File: src/pfsel_consts.svh
`ifndef PFSEL_CONSTS_SVH
`define PFSEL_CONSTS_SVH

// Register offsets
`define PFSEL_OFF_B_LO 4'h0
`define PFSEL_OFF_B_HI 4'h1
`define PFSEL_OFF_C_LO 4'h2
`define PFSEL_OFF_C_HI 4'h3
`define PFSEL_OFF_D_LO 4'h4
`define PFSEL_OFF_D_HI 4'h5
`define PFSEL_OFF_E_LO 4'h6
`define PFSEL_OFF_E_HI 4'h7
`define PFSEL_OFF_F_LO 4'h8
`define PFSEL_OFF_F_HI 4'h9
`define PFSEL_NUM_REGS 10

// Reset values and writable bits
`define PFSEL_SEL_RESET 8'h00
`define PFSEL_MASK_FULL 8'hFF
`define PFSEL_MASK_D_HI 8'h3F
`define PFSEL_RD_UNMAPPED 8'h00

// Field layout
`define PFSEL_FIELD_W 2
`define PFSEL_NUM_PINS 40
`define PFSEL_NUM_SEGS 46
`define PFSEL_NUM_ADC 12

// Marker for a pin with no segment or analog channel
`define PFSEL_SEG_NONE 6'h3F
`define PFSEL_ADC_NONE 4'hF

`endif

File: src/pfsel_pkg.sv
package pfsel_pkg;

  typedef enum logic [3:0] {
    FN_GPIO,
    FN_TMR_OUT,
    FN_ANALOG,
    FN_VREF,
    FN_CMP_OUT,
    FN_CMP_IN,
    FN_UART,
    FN_SERIAL,
    FN_OSC,
    FN_LCD_SEG,
    FN_LCD_PWR,
    FN_SUPPLY
  } pfsel_func_e;

  typedef struct packed {
    pfsel_func_e func;
    logic [1:0] code;
  } pfsel_pin_s;

  typedef struct packed {
    logic [3:0] addr;
    logic [7:0] wdata;
    logic wr;
    logic rd;
  } pfsel_req_s;

endpackage

File: src/pfsel_top.sv
`timescale 1ns/10ps
`include "pfsel_consts.svh"

// Functional notes
// - B3/B2 codes: I/O, timer out, segment.
// - B1 I/O for three codes; B0 comparator.
// - B7/B6 oscillator pins, timer-1 capture/output.
// - B5 reset-shared I/O; B4 comparator-1 out.
// - C3/C2 timer, analog 3/2, segments.
// - C1 reference, comparator; C0 external reference.
// - C7/C6 interrupt, timer-6/0, analog 7/6.
// - C5/C4 timer-5/1, analog 5/4, segments.
// - D3/D2 timer-7/2, analog 11/10, UART1.
// - D1/D0 UART1, analog 9/8, segments.
// - D6/D5 timer-2, comparator-1, UART0 transmit.
// - D4 timer-3, UART0, comparator-1 negative.
// - Port D high bits 7:6 read zero.
// - E3/E2 timer-1, second SPI clock/data.
// - E1/E0 timer-0, second SPI out/select.
// - E7/E6 LCD bias and pump pins.
// - E5 pump pin; E4 port supply.
// - F3/F2 serial clock and data.
// - F1/F0 timer-6/7 outputs, SPI pins.
// - F7/F6 UART1, comparator-0 inputs, segment.
// - F5/F4 timer-0, low-speed crystal pins.
module pfsel_top (
  input wire logic clock_i,
  input wire logic resetn_i,
  input wire pfsel_pkg::pfsel_req_s req_i,
  output logic [7:0] rdata_o,
  output pfsel_pkg::pfsel_pin_s [`PFSEL_NUM_PINS-1:0] pin_cfg_o,
  output logic [`PFSEL_NUM_PINS-1:0] pin_gpio_o,
  output logic [`PFSEL_NUM_SEGS-1:0] lcd_seg_en_o,
  output logic [`PFSEL_NUM_ADC-1:0] adc_ch_en_o
);

  logic [7:0] sel_r [`PFSEL_NUM_REGS];
  logic [7:0] rdata_r;
  logic [8*`PFSEL_NUM_REGS-1:0] sel_flat;
  pfsel_pkg::pfsel_pin_s [`PFSEL_NUM_PINS-1:0] pin_cfg_r;
  pfsel_pkg::pfsel_pin_s [`PFSEL_NUM_PINS-1:0] pin_cfg_nxt;
  logic [`PFSEL_NUM_PINS-1:0] pin_gpio_r;
  logic [`PFSEL_NUM_PINS-1:0] pin_gpio_nxt;
  logic [`PFSEL_NUM_SEGS-1:0] lcd_seg_en_r;
  logic [`PFSEL_NUM_SEGS-1:0] lcd_seg_en_nxt;
  logic [`PFSEL_NUM_ADC-1:0] adc_ch_en_r;
  logic [`PFSEL_NUM_ADC-1:0] adc_ch_en_nxt;

  function automatic logic mapped(input logic [3:0] a);
    mapped = (a < 4'(`PFSEL_NUM_REGS));
  endfunction

  function automatic logic [7:0] wr_mask(input logic [3:0] a);
    // Port D high register keeps only six bits
    // upper bits dropped
    wr_mask = (a == `PFSEL_OFF_D_HI) ? `PFSEL_MASK_D_HI : `PFSEL_MASK_FULL;
  endfunction

  // Function class per code, packed as code3,code2,code1,code0
  function automatic pfsel_pkg::pfsel_func_e pin_class(
    input logic [5:0] pin,
    input logic [1:0] code
  );
    logic [15:0] t;
    t = {4{pfsel_pkg::FN_GPIO}};
    case (pin)
      // port B bit 0 and 1
      6'h00: t = {pfsel_pkg::FN_LCD_SEG, pfsel_pkg::FN_CMP_OUT,
                  pfsel_pkg::FN_GPIO, pfsel_pkg::FN_GPIO};
      6'h01: t = {pfsel_pkg::FN_LCD_SEG, pfsel_pkg::FN_GPIO,
                  pfsel_pkg::FN_GPIO, pfsel_pkg::FN_GPIO};
      // port B bit 2 and 3
      6'h02: t = {pfsel_pkg::FN_LCD_SEG, pfsel_pkg::FN_TMR_OUT,
                  pfsel_pkg::FN_GPIO, pfsel_pkg::FN_GPIO};
      6'h03: t = {pfsel_pkg::FN_LCD_SEG, pfsel_pkg::FN_TMR_OUT,
                  pfsel_pkg::FN_GPIO, pfsel_pkg::FN_GPIO};
      // port B bit 4 and 5
      6'h04: t = {pfsel_pkg::FN_LCD_SEG, pfsel_pkg::FN_CMP_OUT,
                  pfsel_pkg::FN_GPIO, pfsel_pkg::FN_GPIO};
      6'h05: t = {pfsel_pkg::FN_LCD_SEG, pfsel_pkg::FN_GPIO,
                  pfsel_pkg::FN_GPIO, pfsel_pkg::FN_GPIO};
      // port B bit 6 and 7
      6'h06: t = {pfsel_pkg::FN_LCD_SEG, pfsel_pkg::FN_OSC,
                  pfsel_pkg::FN_TMR_OUT, pfsel_pkg::FN_GPIO};
      6'h07: t = {pfsel_pkg::FN_LCD_SEG, pfsel_pkg::FN_OSC,
                  pfsel_pkg::FN_GPIO, pfsel_pkg::FN_GPIO};
      // port C bit 0 and 1
      6'h08: t = {pfsel_pkg::FN_LCD_SEG, pfsel_pkg::FN_ANALOG,
                  pfsel_pkg::FN_VREF, pfsel_pkg::FN_GPIO};
      6'h09: t = {pfsel_pkg::FN_CMP_OUT, pfsel_pkg::FN_ANALOG,
                  pfsel_pkg::FN_VREF, pfsel_pkg::FN_GPIO};
      // port C bit 2 and 3
      6'h0A: t = {pfsel_pkg::FN_LCD_SEG, pfsel_pkg::FN_TMR_OUT,
                  pfsel_pkg::FN_ANALOG, pfsel_pkg::FN_GPIO};
      6'h0B: t = {pfsel_pkg::FN_LCD_SEG, pfsel_pkg::FN_ANALOG,
                  pfsel_pkg::FN_TMR_OUT, pfsel_pkg::FN_GPIO};
      // port C bit 4 and 5
      6'h0C: t = {pfsel_pkg::FN_LCD_SEG, pfsel_pkg::FN_TMR_OUT,
                  pfsel_pkg::FN_ANALOG, pfsel_pkg::FN_GPIO};
      6'h0D: t = {pfsel_pkg::FN_LCD_SEG, pfsel_pkg::FN_ANALOG,
                  pfsel_pkg::FN_TMR_OUT, pfsel_pkg::FN_GPIO};
      // port C bit 6 and 7
      6'h0E: t = {pfsel_pkg::FN_LCD_SEG, pfsel_pkg::FN_TMR_OUT,
                  pfsel_pkg::FN_ANALOG, pfsel_pkg::FN_GPIO};
      6'h0F: t = {pfsel_pkg::FN_LCD_SEG, pfsel_pkg::FN_ANALOG,
                  pfsel_pkg::FN_TMR_OUT, pfsel_pkg::FN_GPIO};
      // port D bit 0 and 1
      6'h10: t = {pfsel_pkg::FN_LCD_SEG, pfsel_pkg::FN_ANALOG,
                  pfsel_pkg::FN_TMR_OUT, pfsel_pkg::FN_GPIO};
      6'h11: t = {pfsel_pkg::FN_LCD_SEG, pfsel_pkg::FN_ANALOG,
                  pfsel_pkg::FN_UART, pfsel_pkg::FN_GPIO};
      // port D bit 2, 3 and 4
      6'h12: t = {pfsel_pkg::FN_ANALOG, pfsel_pkg::FN_UART,
                  pfsel_pkg::FN_TMR_OUT, pfsel_pkg::FN_GPIO};
      6'h13: t = {pfsel_pkg::FN_LCD_SEG, pfsel_pkg::FN_ANALOG,
                  pfsel_pkg::FN_TMR_OUT, pfsel_pkg::FN_GPIO};
      6'h14: t = {pfsel_pkg::FN_CMP_IN, pfsel_pkg::FN_UART,
                  pfsel_pkg::FN_TMR_OUT, pfsel_pkg::FN_GPIO};
      // port D bit 5 and 6
      6'h15: t = {pfsel_pkg::FN_LCD_SEG, pfsel_pkg::FN_CMP_IN,
                  pfsel_pkg::FN_UART, pfsel_pkg::FN_GPIO};
      6'h16: t = {pfsel_pkg::FN_LCD_SEG, pfsel_pkg::FN_CMP_OUT,
                  pfsel_pkg::FN_TMR_OUT, pfsel_pkg::FN_GPIO};
      // port E bit 0 and 1
      6'h18: t = {pfsel_pkg::FN_LCD_SEG, pfsel_pkg::FN_SERIAL,
                  pfsel_pkg::FN_GPIO, pfsel_pkg::FN_GPIO};
      6'h19: t = {pfsel_pkg::FN_LCD_SEG, pfsel_pkg::FN_SERIAL,
                  pfsel_pkg::FN_TMR_OUT, pfsel_pkg::FN_GPIO};
      // port E bit 2 and 3
      6'h1A: t = {pfsel_pkg::FN_LCD_SEG, pfsel_pkg::FN_SERIAL,
                  pfsel_pkg::FN_GPIO, pfsel_pkg::FN_GPIO};
      6'h1B: t = {pfsel_pkg::FN_LCD_SEG, pfsel_pkg::FN_SERIAL,
                  pfsel_pkg::FN_TMR_OUT, pfsel_pkg::FN_GPIO};
      // port E bit 4 and 5
      6'h1C: t = {pfsel_pkg::FN_SUPPLY, pfsel_pkg::FN_GPIO,
                  pfsel_pkg::FN_GPIO, pfsel_pkg::FN_GPIO};
      6'h1D: t = {pfsel_pkg::FN_LCD_SEG, pfsel_pkg::FN_LCD_PWR,
                  pfsel_pkg::FN_GPIO, pfsel_pkg::FN_GPIO};
      // port E bit 6 and 7
      6'h1E: t = {pfsel_pkg::FN_LCD_SEG, pfsel_pkg::FN_LCD_PWR,
                  pfsel_pkg::FN_GPIO, pfsel_pkg::FN_GPIO};
      6'h1F: t = {pfsel_pkg::FN_LCD_SEG, pfsel_pkg::FN_LCD_PWR,
                  pfsel_pkg::FN_GPIO, pfsel_pkg::FN_GPIO};
      // port F bit 0 and 1
      6'h20: t = {pfsel_pkg::FN_LCD_SEG, pfsel_pkg::FN_SERIAL,
                  pfsel_pkg::FN_TMR_OUT, pfsel_pkg::FN_GPIO};
      6'h21: t = {pfsel_pkg::FN_LCD_SEG, pfsel_pkg::FN_SERIAL,
                  pfsel_pkg::FN_TMR_OUT, pfsel_pkg::FN_GPIO};
      // port F bit 2 and 3
      6'h22: t = {pfsel_pkg::FN_LCD_SEG, pfsel_pkg::FN_SERIAL,
                  pfsel_pkg::FN_GPIO, pfsel_pkg::FN_GPIO};
      6'h23: t = {pfsel_pkg::FN_LCD_SEG, pfsel_pkg::FN_SERIAL,
                  pfsel_pkg::FN_GPIO, pfsel_pkg::FN_GPIO};
      // port F bit 4 and 5
      6'h24: t = {pfsel_pkg::FN_OSC, pfsel_pkg::FN_GPIO,
                  pfsel_pkg::FN_GPIO, pfsel_pkg::FN_GPIO};
      6'h25: t = {pfsel_pkg::FN_OSC, pfsel_pkg::FN_TMR_OUT,
                  pfsel_pkg::FN_GPIO, pfsel_pkg::FN_GPIO};
      // port F bit 6 and 7
      6'h26: t = {pfsel_pkg::FN_LCD_SEG, pfsel_pkg::FN_CMP_IN,
                  pfsel_pkg::FN_UART, pfsel_pkg::FN_GPIO};
      6'h27: t = {pfsel_pkg::FN_CMP_IN, pfsel_pkg::FN_UART,
                  pfsel_pkg::FN_TMR_OUT, pfsel_pkg::FN_GPIO};
      default: t = {4{pfsel_pkg::FN_GPIO}};
    endcase
    pin_class = pfsel_pkg::pfsel_func_e'(t[{code, 2'b00} +: 4]);
  endfunction

  // Segment number a pin drives when its code selects a segment
  function automatic logic [5:0] pin_seg(input logic [5:0] pin);
    case (pin)
      6'h00: pin_seg = 6'h1A;
      6'h01: pin_seg = 6'h19;
      6'h02: pin_seg = 6'h0E;
      6'h03: pin_seg = 6'h15;
      6'h04: pin_seg = 6'h16;
      6'h05: pin_seg = 6'h1E;
      6'h06: pin_seg = 6'h1D;
      6'h07: pin_seg = 6'h1C;
      6'h08: pin_seg = 6'h2A;
      6'h0A: pin_seg = 6'h29;
      6'h0B: pin_seg = 6'h28;
      6'h0C: pin_seg = 6'h27;
      6'h0D: pin_seg = 6'h26;
      6'h0E: pin_seg = 6'h25;
      6'h0F: pin_seg = 6'h24;
      6'h10: pin_seg = 6'h23;
      6'h11: pin_seg = 6'h22;
      6'h13: pin_seg = 6'h21;
      6'h15: pin_seg = 6'h20;
      6'h16: pin_seg = 6'h1B;
      6'h18: pin_seg = 6'h07;
      6'h19: pin_seg = 6'h06;
      6'h1A: pin_seg = 6'h05;
      6'h1B: pin_seg = 6'h04;
      6'h1D: pin_seg = 6'h2D;
      6'h1E: pin_seg = 6'h2C;
      6'h1F: pin_seg = 6'h2B;
      6'h20: pin_seg = 6'h0D;
      6'h21: pin_seg = 6'h0C;
      6'h22: pin_seg = 6'h0B;
      6'h23: pin_seg = 6'h0A;
      6'h26: pin_seg = 6'h1F;
      default: pin_seg = `PFSEL_SEG_NONE;
    endcase
  endfunction

  // Analog channel a pin carries when its code selects analog
  function automatic logic [3:0] pin_adc(input logic [5:0] pin);
    case (pin)
      6'h08: pin_adc = 4'h0;
      6'h09: pin_adc = 4'h1;
      6'h0A: pin_adc = 4'h2;
      6'h0B: pin_adc = 4'h3;
      6'h0C: pin_adc = 4'h4;
      6'h0D: pin_adc = 4'h5;
      6'h0E: pin_adc = 4'h6;
      6'h0F: pin_adc = 4'h7;
      6'h10: pin_adc = 4'h8;
      6'h11: pin_adc = 4'h9;
      6'h12: pin_adc = 4'hA;
      6'h13: pin_adc = 4'hB;
      default: pin_adc = `PFSEL_ADC_NONE;
    endcase
  endfunction

  // Selector registers
  // cleared at reset
  always_ff @(posedge clock_i or negedge resetn_i) begin
    if (!resetn_i) begin
      for (int i = 0; i < `PFSEL_NUM_REGS; i++) begin
        sel_r[i] <= `PFSEL_SEL_RESET;
      end
    end else if (req_i.wr && mapped(req_i.addr)) begin
      sel_r[req_i.addr] <= req_i.wdata & wr_mask(req_i.addr);
    end
  end

  // Read data, one cycle after the strobe
  always_ff @(posedge clock_i or negedge resetn_i) begin
    if (!resetn_i) begin
      rdata_r <= `PFSEL_RD_UNMAPPED;
    end else if (req_i.rd && mapped(req_i.addr)) begin
      rdata_r <= sel_r[req_i.addr];
    end else begin
      rdata_r <= `PFSEL_RD_UNMAPPED;
    end
  end

  always_comb begin
    for (int i = 0; i < `PFSEL_NUM_REGS; i++) begin
      sel_flat[8*i +: 8] = sel_r[i];
    end
  end

  // Pin decode
  // each pin but D7 decodes its code by its own table; D7 takes the all-I/O default
  always_comb begin
    logic [5:0] s;
    logic [3:0] a;
    s = '0;
    a = '0;
    lcd_seg_en_nxt = '0;
    adc_ch_en_nxt = '0;
    for (int p = 0; p < `PFSEL_NUM_PINS; p++) begin
      pin_cfg_nxt[p].code = sel_flat[2*p +: 2];
      pin_cfg_nxt[p].func = pin_class(6'(p), sel_flat[2*p +: 2]);
      pin_gpio_nxt[p] = (pin_cfg_nxt[p].func == pfsel_pkg::FN_GPIO);
      s = pin_seg(6'(p));
      a = pin_adc(6'(p));
      if (pin_cfg_nxt[p].func == pfsel_pkg::FN_LCD_SEG &&
          s != `PFSEL_SEG_NONE) begin
        lcd_seg_en_nxt[s] = 1'b1;
      end
      if (pin_cfg_nxt[p].func == pfsel_pkg::FN_ANALOG &&
          a != `PFSEL_ADC_NONE) begin
        adc_ch_en_nxt[a] = 1'b1;
      end
    end
  end

  // Registered decode outputs
  always_ff @(posedge clock_i or negedge resetn_i) begin
    if (!resetn_i) begin
      pin_cfg_r <= '0;
      pin_gpio_r <= '1;
      lcd_seg_en_r <= '0;
      adc_ch_en_r <= '0;
    end else begin
      pin_cfg_r <= pin_cfg_nxt;
      pin_gpio_r <= pin_gpio_nxt;
      lcd_seg_en_r <= lcd_seg_en_nxt;
      adc_ch_en_r <= adc_ch_en_nxt;
    end
  end

  assign rdata_o = rdata_r;
  assign pin_cfg_o = pin_cfg_r;
  assign pin_gpio_o = pin_gpio_r;
  assign lcd_seg_en_o = lcd_seg_en_r;
  assign adc_ch_en_o = adc_ch_en_r;
endmodule

File: config.mk
export PLATFORM = sky130hd
export DESIGN_NAME = pfsel_top
export DESIGN_NICKNAME = d
export VERILOG_FILES = /design/src/pfsel_pkg.sv /design/src/pfsel_top.sv
export VERILOG_INCLUDE_DIRS = /design/src
export SDC_FILE = /design/constraint.sdc
export NUM_CORES = 1
export LEC_CHECK = 0
export BUFFER_PORTS_ARGS = -buffer_cell sky130_fd_sc_hd__clkbuf_2
export CAP_MARGIN = 0
export CORE_MARGIN = 1.5
export CORE_UTILIZATION = 45
export CTS_BUF_LIST = sky130_fd_sc_hd__clkbuf_2 sky130_fd_sc_hd__clkbuf_4 sky130_fd_sc_hd__clkbuf_8
export CTS_CLUSTER_DIAMETER = 60
export DETAILED_ROUTE_END_ITERATION = 8
export PLACE_DENSITY = 0.72
export SYNTH_ARGS = -nofsm -noshare
export SYNTH_HDL_FRONTEND = slang
export SYNTH_SLANG_ARGS = --single-unit
File: constraint.sdc
create_clock -name clock_i -period 2.4 [get_ports clock_i]
set_clock_uncertainty 0.1 [all_clocks]
set_input_delay 0.12 -clock clock_i [delete_from_list [all_inputs] [get_ports clock_i]]
set_output_delay 0.12 -clock clock_i [all_outputs]
set_load 0.005 [all_outputs]
==> results.json, run 1 <==
{
  "dp.cells": 1281,
  "swShare": 0.272,
  "clk_pin_slew_ns": 0.06,
  "crit_required_ns": 2.73,
  "max_freq_ghz": 0.664,
  "synth_top_area_cell": "dfrtp_1",
  "cts_hold_buffers": 9,
  "synth_warnings": 0,
  "pwr-share-clk": 0.320,
  "cts_resized": 0,
  "drt_wl_total_mm": 23.2,
  "hold_path.class": "input port to async pin",
  "numPortBuffers": 305,
  "timing_worst_setup_path_type": "input port to register",
  "cpMaxStageDelayCell": "dlygate4sd3_1",
  "grt_antenna_before_repair": 0,
  "final_cells": 1373,
  "area_delta_synth_final_pct": 19.7,
  "dpl.hpwl_mm": 16.7,
  "leakage_nw": 6.77,
  "start_kind": "input port",
  "route.detailed.drc": 0,
  "antenna_left": 0,
  "synth_ff_type": "dfrtp_1",
  "synthTopCellsByArea": "dfrtp_1 (57%), mux2_2 (11%), buf_4 (9.8%)",
  "die_h_um": 159,
  "drtPass1Iterations": 4,
  "status": "finished, final reports clean",
  "end_kind": "register",
  "io_pins": 362,
  "n_antenna_cell": 0,
  "synth_top_area_share": 0.569,
  "grt_pass1_vias": 6418,
  "internal_power_mw": 9.81,
  "syn_area_per_cell_um2": 14.5,
  "synth_edf_count": 0,
  "hold_violations": 0,
  "track_usage": 0.185,
  "maxSlewViolCount": 0,
  "cts.sinks": 287,
  "crit_fanout": 8,
  "max-vdd-ir-drop_mv": 0.603,
  "cp.arrival_ns": 1.83,
  "crit_chain": "dlygate4sd3_1 -> clkbuf_2 -> nor3b_4 -> nand2b_1 -> mux2_2",
  "fin_nets": 1051,
  "fp.coreArea_um2": 23600,
  "chipWidth_um": 159,
  "rsz0062_at_grt": "false",
  "num_rows": 56,
  "seqPwrFrac": 0.511,
  "grt_pass1_wl_mm": 36.1,
  "setup_viol": 0,
  "cap_violations": 0,
  "max_slew_margin": 0.596,
  "power_frac_comb": 0.169,
  "root_buffer": "clkbuf_8",
  "vias_per_cell": 4.53,
  "drt-initial-drc-count": 242,
  "grt_max_degree": 80,
  "clock_latency_ns": 0.55,
  "p_per_area_nw_per_um2": 1030,
  "ys_ff_latch": 287,
  "setup_tns_ns": 0,
  "slowest_delay_ns": 0.54,
  "worst_pin_slew_ns": 0.606,
  "cts_buffer_depth": 3,
  "power_switching_mw": 3.66,
  "nFillCells": 1964,
  "gr-total-overflow": 0,
  "syn_area_um2": 10900,
  "postCtsSetupRepairBufs": 0,
  "die-area_um2": 25200,
  "htreeDepth": 2,
  "cts_tree": "done",
  "synthArstFlopShare": 1.00,
  "synth_most_common_cell": "dfrtp_1",
  "vias": 6223,
  "drive_above_1_share": 0.533,
  "post_drt_wl_per_cell_um": 16.9,
  "ys_types": 33,
  "syn_inst": 755,
  "gp_congestion": 0.772,
  "cts_buffers": 45,
  "layout_min_cycle_time_ns": 1.51,
  "synth_seq_area_share": 0.663,
  "fin_crit_sh": 0.627,
  "start_util": 0.462,
  "yosys-top-cells-count": "dfrtp_1 (248), buf_4 (143), mux2_2 (110), dfstp_2 (39), inv_1 (31)"
}
[layout make-up]
cell class	instances	area [um^2]	area share
flip-flops and latches	287	7230	0.554
multi-input cells	332	2590	0.198
repair buffers	321	1730	0.132
clock buffers	73	905	0.0693
well taps	319	399	0.0306
inverters	31	116	0.00891
clock inverters	10	85.1	0.00652
[through the flow]
step / instance area (um^2) / worst slack, ns / hold WS, ns / util / power (mW)
2_1_floorplan: 11100 / 1.01 / -0.276 / - / 8.08
3_3_place_gp: 12000 / 0.663 / 0.0472 / 0.507 / 9.22
3_5_place_dp: 12000 / 0.613 / 0.0572 / 0.507 / 9.29
4_1_cts: 13100 / 0.928 / 0.0109 / 0.553 / 13.7
5_1_grt: 13100 / 0.851 / 0.0561 / 0.553 / 14.2
6_report: 13100 / 0.894 / 0.0484 / 0.553 / 13.5
[power groups by stage]
stage / Clock [mW] / Combinational [mW] / Sequential [mW]
3_5_place_dp: 0 / 2.31 / 6.98
4_1_cts: 4.43 / 2.33 / 6.91
3_3_place_gp: 0 / 2.26 / 6.96
5_1_grt: 4.65 / 2.51 / 7.04
6_report: 4.31 / 2.28 / 6.88
2_1_floorplan: 0 / 1.30 / 6.78
[state kept, by name, summed over array words and instances, names as in the netlist]
signal	count
adc_ch_en_o	7
lcd_seg_en_o	30
pin_cfg_nxt	80
pin_cfg_o	123
pin_gpio_o	39
rdata_o	8
[path summary, 6_finish.rpt]
kind | from | to | slack (ns) | cells after the start
min reg2reg | pin_cfg_nxt[138] | pin_cfg_o[138] | 0.33 | 0
min | resetn_i | pin_cfg_o[1] | 0.05 | 2
max in group asynchronous | resetn_i | pin_gpio_o[37] | 1.32 | 3
max reg2reg | pin_cfg_nxt[186] | rdata_o[6] | 1.04 | 3
min in group clock_i | req_i[13] | rdata_o[7] | 0.05 | 4
max | req_i[1] | pin_cfg_nxt[61] | 0.89 | 5
[worst max-delay path, delay by kind of cell]
family | cells | cell delay [ns]
AND/OR/NAND/NOR | 2 | 0.63
buffers and inverters | 2 | 0.72
multiplexers | 1 | 0.36
[cells in the final DEF, fill, tap and decap left out, types with 8 or more instances in the layout]
cell	n
clkbuf_8	57
conb_1	56
nand2_1	13
nor2b_1	30
dfstp_2	39
clkbuf_2	304
a211oi_1	8
o21ai_0	8
clkbuf_4	16
o22ai_1	8
dlygate4sd3_1	9
inv_1	31
o31ai_1	8
ha_1	17
nor2_1	25
dfrtp_1	248
mux2_2	110
and2_1	28
[cell families (layout without fill, tap and decap cells)]
logic type	after synthesis	count (layout)	share of synthesized area
other	2	56	0.000688
muxes	110	110	0.114
adders and majority gates	17	17	0.0195
AOI/OAI and AO/OA	34	34	0.0213
and+or+nand+nor	115	115	0.0639
buffers and inverters	190	435	0.118
DFF	287	287	0.663
[layer usage]
| layer | share of wire | GRT usage | vias to the layer above | wire (um) |
|---|---|---|---|---|
| met3 | 0.069 | 0.0473 | 36 | 1590 |
| met2 | 0.51 | 0.318 | 256 | 11900 |
| met4 | 0.017 | 0.0567 | 0 | 396 |
| met5 | 0 | 0 | - | 0 |
| li1 | - | - | 2791 | - |
| met1 | 0.40 | 0.230 | 3140 | 9390 |
No activity file was read; power rests on OpenSTA's default activity.
==> inputs of run 2 (changes only) <==
--- a/config.mk
+++ b/config.mk
@@ -6,6 +6,7 @@
 export SDC_FILE = /design/constraint.sdc
 export NUM_CORES = 1
 export LEC_CHECK = 0
+export ABC_AREA = 1
 export BUFFER_PORTS_ARGS = -buffer_cell sky130_fd_sc_hd__clkbuf_2
 export CAP_MARGIN = 0
 export CORE_MARGIN = 1.5
==> constraint.sdc (replaced) <==
create_clock -name clock_i -period 1.5 [get_ports clock_i]
set_clock_uncertainty 0.1 [all_clocks]
set_input_delay 0.075 -clock clock_i [delete_from_list [all_inputs] [get_ports clock_i]]
set_output_delay 0.075 -clock clock_i [all_outputs]
set_load 0.005 [all_outputs]
==> results.json, run 2 <==
{
  "n_antenna_cell": 0,
  "grt.busiest_layer": "met2",
  "drt-initial-drc-count": 369,
  "synth_edf_count": 0,
  "antenna_left": 0,
  "leakage_nw": 7.87,
  "io_pins": 362,
  "syn_inst": 1057,
  "clk_pin_slew_ns": 0.06,
  "fp.coreArea_um2": 24400,
  "drt_wl_total_mm": 25.6,
  "clock_latency_ns": 0.57,
  "die_h_um": 161,
  "hold_path.class": "input port to async pin",
  "cts_buffer_depth": 3,
  "ys_ff_latch": 287,
  "numPortBuffers": 305,
  "fin_nets": 1375,
  "layout_min_cycle_time_ns": 1.39,
  "syn_area_um2": 11200,
  "setup_tns_ns": 0,
  "rsz0062_at_grt": "false",
  "synth_ff_type": "dfrtp_1",
  "grtUsageMet3": 0.0426,
  "cts_tree": "done",
  "start_util": 0.459,
  "synth_top_area_share": 0.554,
  "cts_buffers": 47,
  "vias_per_cell": 4.47,
  "synth_warnings": 0,
  "drtPass1Iterations": 5,
  "hold_violations": 18,
  "vias": 7618,
  "grt_pass1_vias": 7438,
  "p_per_area_nw_per_um2": 1610,
  "timing_worst_setup_path_type": "input port to register",
  "die-area_um2": 25800,
  "cts.sinks": 287,
  "final_common_cell": "nand2_1",
  "start_kind": "input port",
  "dpl.hpwl_mm": 18.2,
  "grt_antenna_before_repair": 0,
  "grt_pass1_wl_mm": 40.0,
  "setup_viol": 0,
  "endpoint": "pin_cfg_nxt[235]",
  "mostFrequentLayoutCells": "nand2_1 (315), clkbuf_2 (304), dfrtp_1 (248)",
  "reg2reg_from": "pin_cfg_nxt[205]",
  "crit_required_ns": 1.88,
  "synthTopCellsByArea": "dfrtp_1 (55%), nand2_1 (11%), buf_4 (9.5%)",
  "post_drt_wl_per_cell_um": 15.0,
  "grt_max_degree": 83,
  "r2r_end": "rdata_o[5]",
  "gp_congestion": 0.854,
  "num_rows": 57,
  "synth_most_common_cell": "nand2_1",
  "synth_seq_area_share": 0.646,
  "fin_crit_sh": 0.930,
  "largest_reg_flops": 123,
  "area_delta_synth_final_pct": 21.4,
  "syn_area_per_cell_um2": 10.6,
  "max_freq_ghz": 0.717,
  "cp.arrival_ns": 1.77,
  "synthArstFlopShare": 1.00,
  "yosys-top-cells-count": "nand2_1 (315), dfrtp_1 (248), buf_4 (142), inv_1 (109), nor2_1 (51)",
  "p_total_mw": 21.8,
  "cap_violations": 0,
  "end_kind": "register",
  "max_slew_margin": 0.612,
  "rr_worst_depth": 6,
  "use_met2": 0.336,
  "route.detailed.drc": 0,
  "holdWs_ns": -0.160,
  "root_buffer": "clkbuf_8",
  "htreeDepth": 2,
  "use_met1": 0.261,
  "crit_fanout": 14,
  "synth_top_area_cell": "dfrtp_1",
  "critical_path.startpoint": "req_i[11]",
  "violations": "hold timing",
  "postCtsSetupRepairBufs": 0,
  "rrSetupSlack_ns": 0.15,
  "gr-total-overflow": 0,
  "ys_types": 24,
  "cts_hold_buffers": 18,
  "track_usage": 0.201,
  "chipWidth_um": 161,
  "maxSlewViolCount": 0,
  "max-vdd-ir-drop_mv": 0.818,
  "drive_above_1_share": 0.363,
  "status": "complete, but fails checks",
  "worst_pin_slew_ns": 0.581
}
run 2: cell types whose count changed in the layout (fill, tap and decap cells not counted), sizes merged, moves of 15 or more:
cell   before  now
and2       28    0
buf         8   23
inv        33  116
mux2      110    0
nand2      15  326
nor2       29   56
nor2b      30    0
o21ai       8   76
run 2: kinds of logic after synthesis:
kind of cell    after synthesis  share of synthesized area
compound gates               76                     0.0434
simple gates                398                      0.142
other cells                   2                   0.000671
buf+inv                     277                      0.149
flops                       287                      0.646
fa+ha+maj                    17                     0.0190
run 2: per-layer routing:
metal / wire length [um] / share of wire / up-vias
met4: 584 / 0.023 / 0
met1: 10500 / 0.41 / 3650
li1: - / - / 3593
met5: 0 / 0 / -
met2: 12700 / 0.50 / 330
met3: 1750 / 0.068 / 45
run 2: report_power, final:
part	switching, mW	leakage [nW]	internal (mW)
combinational	1.95	3.70	1.68
clock	3.05	0.564	4.41
sequential	1.21	3.61	9.55
run 2: final cells by class:
cell class	count	area, um^2
Fill cell	2151	10800
Sequential cell	287	7230
Multi-Input combinational cell	547	2520
Timing Repair Buffer	344	1930
Clock buffer	77	960
Inverter	115	434
Tap cell	324	405
Clock inverter	9	115
run 2: per-stage QoR:
step | cell area, um^2 | utilization | instances | hold WS, ns | setup WS, ns
after global routing | 13600 | 0.557 | 1703 | -0.144 | 0.000657
final | 13600 | 0.557 | 1703 | -0.160 | 0.105
after detailed placement | 12300 | 0.505 | 1600 | -0.156 | 0.0893
after floorplan | 11400 | - | 1111 | -0.321 | 0.372
after global placement | 12300 | 0.505 | 1600 | -0.159 | 0.107
after CTS | 13600 | 0.557 | 1704 | 0.0272 | 0.0823
run 2: worst min path at each step:
stage	from	cells after the start	end
6_report	resetn_i	2	lcd_seg_en_o[14]
5_1_grt	resetn_i	2	pin_cfg_o[18]
4_1_cts	resetn_i	3	pin_cfg_nxt[6]
3_5_place_dp	resetn_i	1	pin_cfg_o[42]
3_3_place_gp	resetn_i	1	lcd_seg_en_o[25]
2_1_floorplan	resetn_i	0	adc_ch_en_o[0]
run 2: worst max-delay path, stage by stage:
cell           delay, ns
dlygate4sd3_1       0.56
clkbuf_2            0.18
o21ai_4             0.18
nand2_4             0.11
nor2_4              0.14
nand2_2             0.22
inv_1               0.16
nand2_1             0.05
o21ai_0             0.09
run 2: repair_timing:
action	in CTS	in global routing
resized for setup	0	4
hold endpoints to repair	373	18
endpoints found under the setup margin	0	21
